**src/logic/pwr_seq_pkg.sv**
```systemverilog
package pwr_seq_pkg;

    // ==========================================================
    // Operating states of the sequencer
    // ==========================================================
    typedef enum logic [2:0] {
        ST_RESET = 3'h0,   // Held in reset
        ST_RUN = 3'h1,     // Normal operation
        ST_SLEEP = 3'h2,   // Core clock gated
        ST_DEEP = 3'h3,    // Core domain clocks and fast sources off
        ST_STANDBY = 3'h4  // Core domain unpowered
    } pm_state_t;

    // ==========================================================
    // Mode select codes written by the processor side
    // ==========================================================
    localparam logic [1:0] MODE_RUN = 2'h0;
    localparam logic [1:0] MODE_SLEEP = 2'h1;
    localparam logic [1:0] MODE_DEEP = 2'h2;
    localparam logic [1:0] MODE_STANDBY = 2'h3;

    // ==========================================================
    // System clock source codes
    // ==========================================================
    localparam logic [1:0] CLK_FAST_RC = 2'h0;
    localparam logic [1:0] CLK_FAST_XTAL = 2'h1;
    localparam logic [1:0] CLK_PLL = 2'h2;
    localparam logic [1:0] CLK_RESET_SRC = CLK_FAST_RC;

    // ==========================================================
    // Boot source codes
    // ==========================================================
    localparam logic [1:0] BOOT_MAIN_FLASH = 2'h0;
    localparam logic [1:0] BOOT_SYSTEM_MEM = 2'h1;
    localparam logic [1:0] BOOT_ALT_MEM = 2'h2;
    localparam logic [1:0] BOOT_RESET_SRC = BOOT_MAIN_FLASH;

    // ==========================================================
    // Timing
    // ==========================================================
    localparam int CLK_PERIOD_NS = 10;      // Clock period
    localparam int RESET_HOLD_NS = 1000;    // Reset stretch after release
    // Least time, rounded up to whole cycles
    localparam int RESET_HOLD_CYC =
        (RESET_HOLD_NS + CLK_PERIOD_NS - 1) / CLK_PERIOD_NS;
    localparam int HOLD_W = 8;               // Hold counter width
    localparam logic [HOLD_W-1:0] HOLD_LAST = HOLD_W'(RESET_HOLD_CYC - 1);
    localparam logic [HOLD_W-1:0] HOLD_RESET_VAL = 8'h00;

    // ==========================================================
    // Bus domain clock limits
    // ==========================================================
    localparam int SYS_CLK_MHZ = 100;        // Rate of clk_in
    localparam int AHB_MAX_MHZ = 200;
    localparam int APB1_MAX_MHZ = 50;
    localparam int APB2_MAX_MHZ = 100;
    localparam int DIV_W = 8;                // Divider counter width
    localparam int NUM_DOM = 3;              // AHB, APB1, APB2
    localparam logic [DIV_W-1:0] AHB_MIN_DIV =
        DIV_W'((SYS_CLK_MHZ + AHB_MAX_MHZ - 1) / AHB_MAX_MHZ);
    localparam logic [DIV_W-1:0] APB1_MIN_DIV =
        DIV_W'((SYS_CLK_MHZ + APB1_MAX_MHZ - 1) / APB1_MAX_MHZ);
    localparam logic [DIV_W-1:0] APB2_MIN_DIV =
        DIV_W'((SYS_CLK_MHZ + APB2_MAX_MHZ - 1) / APB2_MAX_MHZ);
    localparam logic [DIV_W-1:0] DIV_RESET_VAL = 8'h00;

    // ==========================================================
    // Synchroniser bank layout
    // ==========================================================
    localparam int SYNC_W = 30;
    localparam int SY_SUPPLY = 0;
    localparam int SY_LVD = 1;
    localparam int SY_EXTERNAL_INTERRUPT_LINES_LO = 2;
    localparam int SY_EXTERNAL_INTERRUPT_LINES_HI = 17;
    localparam int SY_DEEP_HI = 23;          // Last deep wake source
    localparam int SY_EXT_RST = 24;
    localparam int SY_RTC_EVT = 25;
    localparam int SY_WDOG = 26;
    localparam int SY_WAKEUP_PIN = 27;
    localparam int SY_BOOT_LO = 28;
    localparam int SY_BOOT_HI = 29;

endpackage

```
**src/logic/sync_bank.sv**
```systemverilog
`timescale 1ns/1ps

// Two-flop synchroniser for a bank of asynchronous levels
module sync_bank #(
    parameter int WIDTH = 1
) (
    input wire logic clk_in,
    input wire logic rst_b_in,
    input wire logic [WIDTH-1:0] async_in,
    output logic [WIDTH-1:0] sync_out
);

    // ==========================================================
    // Flop stages
    // ==========================================================
    logic [WIDTH-1:0] meta;  // First stage, read only by second

    // Both stages, per bit
    genvar i;
    generate
        for (i = 0; i < WIDTH; i++) begin : g_bit
            always_ff @(posedge clk_in) begin
                if (!rst_b_in) begin
                    meta[i] <= 1'b0;
                    sync_out[i] <= 1'b0;
                end else begin
                    meta[i] <= async_in[i];
                    sync_out[i] <= meta[i];
                end
            end
        end
    endgenerate

endmodule

```
**src/logic/power_mode_reset_sequencer.sv**
```systemverilog
`timescale 1ns/1ps

// Contract
// - Sleep gates core clock; any event wakes
// - Deep-sleep stops core domain, fast sources
// - Deep-sleep wakes on routed interrupt-line sources
// - Deep-sleep exit selects internal fast RC
// - Standby unpowers domain, regulator and sources
// - Standby exits only on five sources
// - System reset resets core and peripherals
// - Low supply holds device in reset
// - Low voltage detector raises warning interrupt
// - Boot pins sampled at startup choose source
// - Prescalers keep bus domains within limits
module power_mode_reset_sequencer (
    input wire logic clk_in,
    input wire logic rst_b_in,
    input wire logic supply_ok_in,          // Supervisor: above threshold
    input wire logic lvd_below_in,          // Supervisor: below warning
    input wire logic [15:0] external_interrupt_lines_lines_in,  // External interrupt lines
    input wire logic rtc_alarm_in,
    input wire logic rtc_tamper_in,
    input wire logic rtc_timestamp_in,
    input wire logic rtc_wakeup_in,
    input wire logic ethernet_wakeup_in,
    input wire logic usb_wakeup_in,
    input wire logic external_reset_pin_b_in,
    input wire logic rtc_event_in,
    input wire logic free_watchdog_reset_in,
    input wire logic wakeup_pin_in,
    input wire logic [1:0] boot_pins_in,    // Bit 0 is boot0
    input wire logic irq_event_in,          // Core side interrupt/event
    input wire logic core_halted_in,        // Core reports it stopped
    input wire logic [1:0] mode_sel_in,     // Requested saving mode
    input wire logic sysclk_wr_in,          // Strobe for sysclk_sel_in
    input wire logic [1:0] sysclk_sel_in,
    input wire logic fast_xtal_req_in,      // Software enables crystal
    input wire logic pll_req_in,            // Software enables PLL
    input wire logic [2:0] ahb_div_code_in, // Divide by 2**code
    input wire logic [2:0] apb1_div_code_in,
    input wire logic [2:0] apb2_div_code_in,
    output logic core_reset_b_out,
    output logic periph_reset_b_out,
    output logic core_clk_en_out,
    output logic periph_clk_en_out,
    output logic internal_fast_rc_en_out,
    output logic external_fast_crystal_en_out,
    output logic pll_en_out,
    output logic regulator_en_out,
    output logic core_domain_power_out,
    output logic [1:0] sysclk_src_out,
    output logic [1:0] boot_src_out,
    output logic lvd_irq_out,
    output logic [2:0] pm_state_out,
    output logic ahb_clk_en_out,
    output logic apb1_clk_en_out,
    output logic apb2_clk_en_out
);

    // ==========================================================
    // Input synchronisation
    // ==========================================================
    logic [pwr_seq_pkg::SYNC_W-1:0] raw;   // Asynchronous inputs
    logic [pwr_seq_pkg::SYNC_W-1:0] sy;    // Synchronised copies

    assign raw = {boot_pins_in, wakeup_pin_in, free_watchdog_reset_in,
                  rtc_event_in, external_reset_pin_b_in, usb_wakeup_in,
                  ethernet_wakeup_in, rtc_wakeup_in, rtc_timestamp_in,
                  rtc_tamper_in, rtc_alarm_in, external_interrupt_lines_lines_in,
                  lvd_below_in, supply_ok_in};

    sync_bank #(
        .WIDTH(pwr_seq_pkg::SYNC_W)
    ) u_sync (
        .clk_in(clk_in),
        .rst_b_in(rst_b_in),
        .async_in(raw),
        .sync_out(sy)
    );

    // ==========================================================
    // Decoded conditions
    // ==========================================================
    logic wakeup_pin_d;            // Previous wakeup pin level
    wire supply_ok = sy[pwr_seq_pkg::SY_SUPPLY];
    wire lvd_low = sy[pwr_seq_pkg::SY_LVD];
    wire ext_rst = !sy[pwr_seq_pkg::SY_EXT_RST];
    wire wdog_rst = sy[pwr_seq_pkg::SY_WDOG];
    wire wakeup_pin_rise = sy[pwr_seq_pkg::SY_WAKEUP_PIN] && !wakeup_pin_d;
    wire [1:0] boot_pins = sy[pwr_seq_pkg::SY_BOOT_HI:pwr_seq_pkg::SY_BOOT_LO];
    // Any reset cause, checked in every state
    wire hard_reset = !supply_ok || ext_rst || wdog_rst;
    // Deep-sleep wake: lines, RTC, network, USB and detector output
    wire deep_wake = |sy[pwr_seq_pkg::SY_DEEP_HI:pwr_seq_pkg::SY_EXTERNAL_INTERRUPT_LINES_LO]
                     || lvd_low;
    // Only the RTC event and the pin edge, besides the resets
    wire standby_wake = sy[pwr_seq_pkg::SY_RTC_EVT] || wakeup_pin_rise;
    // Entry only once the core has stopped
    wire enter_req = core_halted_in &&
                     (mode_sel_in != pwr_seq_pkg::MODE_RUN);

    // ==========================================================
    // State and hold counter
    // ==========================================================
    pwr_seq_pkg::pm_state_t state;
    pwr_seq_pkg::pm_state_t next_state;
    logic [pwr_seq_pkg::HOLD_W-1:0] hold_cnt;  // Reset stretch counter
    wire hold_done = (hold_cnt == pwr_seq_pkg::HOLD_LAST);

    // Next state selection
    always_comb begin
        next_state = state;
        if (hard_reset) begin
            // Any reset cause restarts the sequence
            next_state = pwr_seq_pkg::ST_RESET;
        end else begin
            case (state)
                pwr_seq_pkg::ST_RESET: begin
                    if (hold_done) begin
                        next_state = pwr_seq_pkg::ST_RUN;
                    end
                end
                pwr_seq_pkg::ST_RUN: begin
                    if (enter_req) begin
                        case (mode_sel_in)
                            pwr_seq_pkg::MODE_SLEEP: begin
                                next_state = pwr_seq_pkg::ST_SLEEP;
                            end
                            pwr_seq_pkg::MODE_DEEP: begin
                                next_state = pwr_seq_pkg::ST_DEEP;
                            end
                            default: begin
                                next_state = pwr_seq_pkg::ST_STANDBY;
                            end
                        endcase
                    end
                end
                pwr_seq_pkg::ST_SLEEP: begin
                    if (irq_event_in) begin
                        next_state = pwr_seq_pkg::ST_RUN;
                    end
                end
                pwr_seq_pkg::ST_DEEP: begin
                    if (deep_wake) begin
                        next_state = pwr_seq_pkg::ST_RUN;
                    end
                end
                pwr_seq_pkg::ST_STANDBY: begin
                    // Contents lost, so exit goes through reset
                    if (standby_wake) begin
                        next_state = pwr_seq_pkg::ST_RESET;
                    end
                end
                default: begin
                    next_state = pwr_seq_pkg::ST_RESET;
                end
            endcase
        end
    end

    // Next hold count
    wire [pwr_seq_pkg::HOLD_W-1:0] next_hold =
        (next_state != pwr_seq_pkg::ST_RESET || state != next_state) ?
        pwr_seq_pkg::HOLD_RESET_VAL :
        (hold_done ? hold_cnt : hold_cnt + 8'h01);

    // State, counter and edge history
    always_ff @(posedge clk_in) begin
        if (!rst_b_in) begin
            state <= pwr_seq_pkg::ST_RESET;
            hold_cnt <= pwr_seq_pkg::HOLD_RESET_VAL;
            wakeup_pin_d <= 1'b0;
        end else begin
            state <= next_state;
            hold_cnt <= hard_reset ? pwr_seq_pkg::HOLD_RESET_VAL : next_hold;
            wakeup_pin_d <= sy[pwr_seq_pkg::SY_WAKEUP_PIN];
        end
    end

    // ==========================================================
    // Output decode from the next state
    // ==========================================================
    wire n_rst = (next_state == pwr_seq_pkg::ST_RESET);
    wire n_run = (next_state == pwr_seq_pkg::ST_RUN);
    wire n_sleep = (next_state == pwr_seq_pkg::ST_SLEEP);
    wire n_stby = (next_state == pwr_seq_pkg::ST_STANDBY);
    // Core and peripherals share one reset
    wire next_sys_rst_b = !(n_rst || n_stby);
    // Sleep gates the core only
    wire next_core_clk = n_run;
    wire next_periph_clk = n_run || n_sleep;
    // Crystal and PLL run only in run and sleep; the fast RC also in reset
    wire fast_ok = n_run || n_sleep;
    wire next_xtal = fast_ok && fast_xtal_req_in;
    wire next_pll = fast_ok && pll_req_in;
    // Regulator and domain power drop in standby
    wire next_power = !n_stby;
    wire deep_exit = (state == pwr_seq_pkg::ST_DEEP) && n_run;
    // Sysclk: reset and deep exit force the fast RC
    wire [1:0] next_sysclk =
        (n_rst || deep_exit) ? pwr_seq_pkg::CLK_FAST_RC :
        (sysclk_wr_in && n_run) ? sysclk_sel_in : sysclk_src_out;
    // Boot pin decode: boot0 low is main flash
    wire [1:0] boot_dec =
        !boot_pins[0] ? pwr_seq_pkg::BOOT_MAIN_FLASH :
        !boot_pins[1] ? pwr_seq_pkg::BOOT_SYSTEM_MEM :
        pwr_seq_pkg::BOOT_ALT_MEM;
    wire boot_sample = (state == pwr_seq_pkg::ST_RESET) && n_run;

    // Registered control outputs
    always_ff @(posedge clk_in) begin
        if (!rst_b_in) begin
            core_reset_b_out <= 1'b0;
            periph_reset_b_out <= 1'b0;
            core_clk_en_out <= 1'b0;
            periph_clk_en_out <= 1'b0;
            internal_fast_rc_en_out <= 1'b1;
            external_fast_crystal_en_out <= 1'b0;
            pll_en_out <= 1'b0;
            regulator_en_out <= 1'b1;
            core_domain_power_out <= 1'b1;
            pm_state_out <= pwr_seq_pkg::ST_RESET;
        end else begin
            core_reset_b_out <= next_sys_rst_b;
            periph_reset_b_out <= next_sys_rst_b;
            core_clk_en_out <= next_core_clk;
            periph_clk_en_out <= next_periph_clk;
            internal_fast_rc_en_out <= fast_ok || n_rst;
            external_fast_crystal_en_out <= next_xtal;
            pll_en_out <= next_pll;
            regulator_en_out <= next_power;
            core_domain_power_out <= next_power;
            pm_state_out <= next_state;
        end
    end

    // Clock source, boot source and warning interrupt
    always_ff @(posedge clk_in) begin
        if (!rst_b_in) begin
            sysclk_src_out <= pwr_seq_pkg::CLK_RESET_SRC;
            boot_src_out <= pwr_seq_pkg::BOOT_RESET_SRC;
            lvd_irq_out <= 1'b0;
        end else begin
            sysclk_src_out <= next_sysclk;
            if (boot_sample) begin
                boot_src_out <= boot_dec;
            end
            lvd_irq_out <= lvd_low;
        end
    end

    // ==========================================================
    // Bus domain prescalers
    // ==========================================================
    logic [2:0] div_code [pwr_seq_pkg::NUM_DOM];
    logic [pwr_seq_pkg::DIV_W-1:0] min_div [pwr_seq_pkg::NUM_DOM];
    logic [pwr_seq_pkg::DIV_W-1:0] div_cnt [pwr_seq_pkg::NUM_DOM];
    logic [pwr_seq_pkg::NUM_DOM-1:0] dom_en;  // Enable pulses

    assign div_code[0] = ahb_div_code_in;
    assign div_code[1] = apb1_div_code_in;
    assign div_code[2] = apb2_div_code_in;
    assign min_div[0] = pwr_seq_pkg::AHB_MIN_DIV;
    assign min_div[1] = pwr_seq_pkg::APB1_MIN_DIV;
    assign min_div[2] = pwr_seq_pkg::APB2_MIN_DIV;
    assign ahb_clk_en_out = dom_en[0];
    assign apb1_clk_en_out = dom_en[1];
    assign apb2_clk_en_out = dom_en[2];

    genvar d;
    generate
        for (d = 0; d < pwr_seq_pkg::NUM_DOM; d++) begin : g_dom
            // Requested ratio, raised to the domain's least ratio
            wire [pwr_seq_pkg::DIV_W-1:0] req_div = 8'h01 << div_code[d];
            wire [pwr_seq_pkg::DIV_W-1:0] eff_div =
                (req_div < min_div[d]) ? min_div[d] : req_div;
            wire wrap = (div_cnt[d] == pwr_seq_pkg::DIV_RESET_VAL);
            // Down counter, pulse on wrap while peripherals clock
            always_ff @(posedge clk_in) begin
                if (!rst_b_in || !next_periph_clk) begin
                    div_cnt[d] <= pwr_seq_pkg::DIV_RESET_VAL;
                    dom_en[d] <= 1'b0;
                end else begin
                    div_cnt[d] <= wrap ? eff_div - 8'h01 : div_cnt[d] - 8'h01;
                    dom_en[d] <= wrap;
                end
            end
        end
    endgenerate
endmodule

```
**config.mk**
```make
export PLATFORM = sky130hd
export DESIGN_NAME = power_mode_reset_sequencer
export DESIGN_NICKNAME = d
export VERILOG_FILES = /design/src/logic/pwr_seq_pkg.sv /design/src/logic/sync_bank.sv /design/src/logic/power_mode_reset_sequencer.sv
export SDC_FILE = /design/constraint.sdc
export NUM_CORES = 1
export LEC_CHECK = 0
export BUFFER_PORTS_ARGS = -buffer_cell sky130_fd_sc_hd__buf_2
export CAP_MARGIN = 0
export CORE_ASPECT_RATIO = 2
export CORE_MARGIN = 1.5
export CORE_UTILIZATION = 45
export DETAILED_ROUTE_END_ITERATION = 8
export GPL_TIMING_DRIVEN = 0
export PLACE_DENSITY = 0.66
export SLEW_MARGIN = 20
export SYNTH_ARGS = -nofsm -noshare
export SYNTH_HDL_FRONTEND = slang
export SYNTH_SLANG_ARGS = --single-unit
```
**constraint.sdc**
```tcl
create_clock -name clk_in -period 3.3 [get_ports clk_in]
set_input_delay 0.495 -clock clk_in [delete_from_list [all_inputs] [get_ports clk_in]]
set_output_delay 0.495 -clock clk_in [all_outputs]
set_load 0.03 [all_outputs]
```
# Word level (Yosys, flattened, before mapping)
# Memories as Yosys holds them, arrays and structs flattened.
# Cells that the tools add are included.
# word_totals
n_memories	1
word_cells	161
mem_bits_rw	24
output_inout_bits	20
input_bits	50
ff_bits	87
# memory_table
name	depth	word_bits	rd	rd_clocked_by_memory_dff	write_ports	line_no	text
div_cnt	3	8	3	0	3	power_mode_reset_sequencer.sv:257	logic [pwr_seq_pkg::DIV_W-1:0] div_cnt [pwr_seq_pkg::NUM_DOM];
# op_classes
n_lt_le_gt_ge	3
n_bitwise	4
reduce_logical	34
n_shift	3
add_sub_neg	7
n_mux	22
n_eq_ne	11
# ops
cell	count
$mux 8	9
$sub 8x1->8 const B	6
$logic_not 8->1	3
$shl 1x3->8 const A	3
$reduce_or 22->1	1
$mux 3	6
$lt 8x1->1 const B	2
$pmux 3 s5	1
$logic_or 1x1->1	10
$eq 3x2->1 const B	3
$add 8x1->8 const B	1
$eq 8x7->1 const B	1
$lt 8x2->1 const B	1
$logic_and 1x1->1	7
$logic_not 1->1	7
$eq 3x1->1 const B	2
$eq 3x3->1 const B	2
$logic_not 3->1	2
$pmux 3 s2	1
$mux 2	2
$mux 1	3
$ne 3x3->1	1
$or 1x1->1	3
$reduce_bool 3->1	1
other kinds (6)	6

# Depth between registers and ports, before layout
# logic_depth
ltp_word	13
mapped_depth	11
depth_no_buf	9

# By module
# A second synthesis with hierarchy kept.
# unflattened
hier_cells	422
area_unflattened_um2	4165.2
# modules_own_cells
mod	cells_per_inst	instances	area_each_um2	seq_area_each_um2
power_mode_reset_sequencer	296	1	2498.6	1021.0
sync_bank	126	1	1666.6	1201.2

# Worst setup path after synthesis
# OpenSTA, ideal clock, no wires.
# synth_timing
path_kind	register -> register
startpoint	mem div_cnt[2][2] (netlist bit)
endpoint	mem div_cnt[2][4] (netlist bit)
stages_incl_launch_ff	12
arrival_ns	2.428
period_less_slack_ns	2.560
setup_slack_ns	0.740
cell_sequence	dfxtp_1 > or3_1 > clkbuf_1 > nor4_1 > a21oi_1 > ha_1 > or3b_1 > clkbuf_1 > nor3_1 > a31o_2 > a221oi_1 > a21oi_1
# synth_rtl
element	line_no
start: declaration	power_mode_reset_sequencer.sv:257

==> impl_metrics.yaml <==
run_status:
  status: "complete, but fails checks"
  violations: "design-rule violations"
global_routing:
  grt_first_pass_wirelength_um: 14600
  grt_use_total_pct: 18.0
  overflow: 0
  first_global_vias: 3343
  antenna_found_initial: 0
  grt_max_degree: 20
yosys:
  syn_inst: 426
  syn_area_mm2: 0.00425
  synthArstFlopShare_pct: 0
  yosysWarnings: 0
  synth_top_area_share_pct: 52.3
  synth.yosys.seq_area_share_pct: 52.3
  avgSynthCellArea_um2: 9.97
  synth_cell_type_count: 63
  netlist_top_cells_area: "dfxtp_1, and2_1, a21oi_1, nor2_1, o21ai_0"
  syn_nets: 482
  yosys_register_bits: 111
  yosysTopAreaCell: "dfxtp_1"
  synth_ff_type: "dfxtp_1"
  synth_edf_count: 0
min_path:
  min_path_type: "in -> reg"
sta:
  slew_headroom_pct: 47.2
  finalCritPeriodShare_pct: 89.4
  finClkSkew_ns: 0.00724
  fmax_mhz: 339
  tns_ns: 0
  layout_min_cycle_time_ns: 2.95
  hold_viol: 0
  finalMaxSlewViolations: 0
  tightestPinTransition_ns: 0.785
  timing.hold.ws_ns: 0.355
  finalSetupViolCount: 0
  rsz0062_at_grt: "false"
final_layout:
  layout_common_cells: "dfxtp_1, buf_2, and2_1"
  utilization_pct: 54.4
  final_common_cell: "dfxtp_1"
  nNetsFinal: 562
  antenna_cells: 0
  area_growth_pct: 18.5
  drive_gt1_share_pct: 21.9
placed_design:
  dp.final_hpwl_um: 6640
  place_congestion: 0.855
  io_buffer_count: 69
power_and_ir_drop:
  pwr-share-comb_pct: 5.3
  p_sw_share_pct: 21.5
  seq_power_share_pct: 52.6
  leakage_nw: 2.16
  switchingPower_w: 0.000566
  clock_power_share_pct: 42.1
  ir_worst_vdd_v: 0.000389
  p_int_w: 0.00206
  power_density_mw_per_mm2: 522
drt:
  avgRoutedWirePerCell_um: 14.1
  num_vias: 3294
  dr.pass1.iters: 8
  viasPerCell: 5.36
  drtIter0Drc: 121
  route.detailed.drc: 4
  final_antenna_net_count: 0
  wirelength_um: 8650
floorplan:
  fp-row-count: 50
  core-area_mm2: 0.00926
  start_util_pct: 45.9
  die_w_um: 71.7
  dieHeight_um: 140
  pin_count: 70
  die_area_mm2: 0.0101
worst_setup_path:
  crit_required_ns: 3.51
  cp-end-kind: "flip-flop"
  path_max_fanout: 7
  cp.arrival_ns: 3.15
  start_kind: "flip-flop"
  crit_type: "reg -> reg"
clock_network:
  cts.root.buffer_cell: "clkbuf_16"
  cts.sinks: 111
  cts_tree: "built"
  clk_latency_ns: 0.34
  cts_setup_buffers: 0
  cts_hold_buf: 0
  clk_pin_slew_ns: 0.07
  cts-resized-gates: 0
  cts_buffers: 9
  clockBufferDepth: 2
  htreeDepth: 3
job:
  maxCapViolCount: 0
final cells by class:
class	instances	area, um2
fill	864	4220
sequential	111	2220
multi-input combinational	284	1870
timing repair buffer	69	345
clock buffer	10	239
tap	104	130
buffer	19	110
clock inverter	6	72.6
inverter	12	45.0
critical path, stage by stage, from the launching register on:
cell      delay, ns
dfxtp_1        0.32
or3_1          0.36
clkbuf_1       0.17
nor4_1         0.49
a21oi_1        0.17
ha_1           0.24
or3b_1         0.17
clkbuf_1       0.24
nor3_1         0.08
a31o_2         0.22
a221oi_1       0.29
a21oi_1        0.07
through the flow:
| stage | cell area (um2) | total power (W) | cells | worst slack [ns] |
|---|---|---|---|---|
| floorplan | 4250 | 0.00150 | 426 | 0.740 |
| global placement | 4720 | 0.00155 | 599 | 0.398 |
| detailed placement | 4720 | 0.00156 | 599 | 0.397 |
| CTS | 5030 | 0.00265 | 615 | 0.373 |
| global route | 5030 | 0.00273 | 615 | 0.127 |
| finish | 5030 | 0.00263 | 615 | 0.351 |
power groups by stage:
stage                     registers (W)   logic, W  clock network [W]
final                           0.00138   0.000140            0.00111
after floorplan                 0.00141  0.0000851                  0
after detailed placement        0.00141   0.000142                  0
after CTS                       0.00138   0.000143            0.00113
after global placement          0.00141   0.000138                  0
after global routing            0.00138   0.000160            0.00118
final timing paths:
check	start	end	slack (ns)	cells after the start
hold / removal	rtc_event_in	u_sync.meta[25]	0.35	2
hold reg to reg	u_sync.meta[11]	u_sync.sync_out[11]	0.44	1
setup reg to reg	div_cnt[2][2]	div_cnt[2][4]	0.35	11
setup / recovery	div_cnt[2][2]	div_cnt[2][4]	0.35	11
layer usage:
| metal | vias up | global-route usage, % | share of wire [%] |
|---|---|---|---|
| met3 | 17 | 3.31 | 4.2 |
| met2 | 85 | 34.0 | 56 |
| met1 | 1530 | 18.4 | 38 |
| met4 | 0 | 8.54 | 2.2 |
| met5 | - | 0 | 0 |
| li1 | 1662 | - | - |
state kept, by name, indices dropped and copies added (netlist names):
name and cells:
u_sync.meta 30, u_sync.sync_out 30, div_cnt 24, hold_cnt 8
pm_state_out 3, boot_src_out 2, sysclk_src_out 2, ahb_clk_en_out 1
apb1_clk_en_out 1, apb2_clk_en_out 1, core_clk_en_out 1, core_domain_power_out 1
external_fast_crystal_en_out 1, internal_fast_rc_en_out 1, lvd_irq_out 1, periph_clk_en_out 1
periph_reset_b_out 1, pll_en_out 1, wakeup_pin_d 1
synth_stat cells (2+ instances only):
master,count
dfxtp_1,111
and2_1,63
a21oi_1,24
nor2_1,22
nand2_1,16
o21ai_0,16
clkbuf_1,11
inv_1,11
nor4_1,10
or3_1,9
xor2_1,8
and3_1,7
nand3_1,7
nor3_1,7
a211oi_1,6
a21boi_1,6
a31oi_1,6
ha_1,6
a22oi_2,5
xnor2_1,5
buf_6,4
nand2b_1,4
nand4_1,3
o31ai_1,3
or2_2,3
or4_1,3
a211o_1,2
a21boi_0,2
a32oi_1,2
a41oi_1,2
and4_1,2
buf_4,2
nand4b_1,2
nor2b_1,2
nor3_2,2
o2111ai_1,2
o211ai_1,2
o21a_1,2
or3b_1,2
logic make-up (layout without fill, tap and decap cells):
family | Yosys count | in the layout | synth area share (%)
AO/OA/AOI/OAI | 93 | 93 | 15.4
XOR/XNOR | 13 | 13 | 2.68
adder cells (fa/ha/maj) | 6 | 6 | 1.77
buffers and inverters | 31 | 116 | 3.65
flip-flops | 111 | 111 | 52.3
multiplexers | 1 | 1 | 0.236
AND/OR/NAND/NOR | 171 | 171 | 24.0
Note: power is estimated with default switching activity, not from simulation.
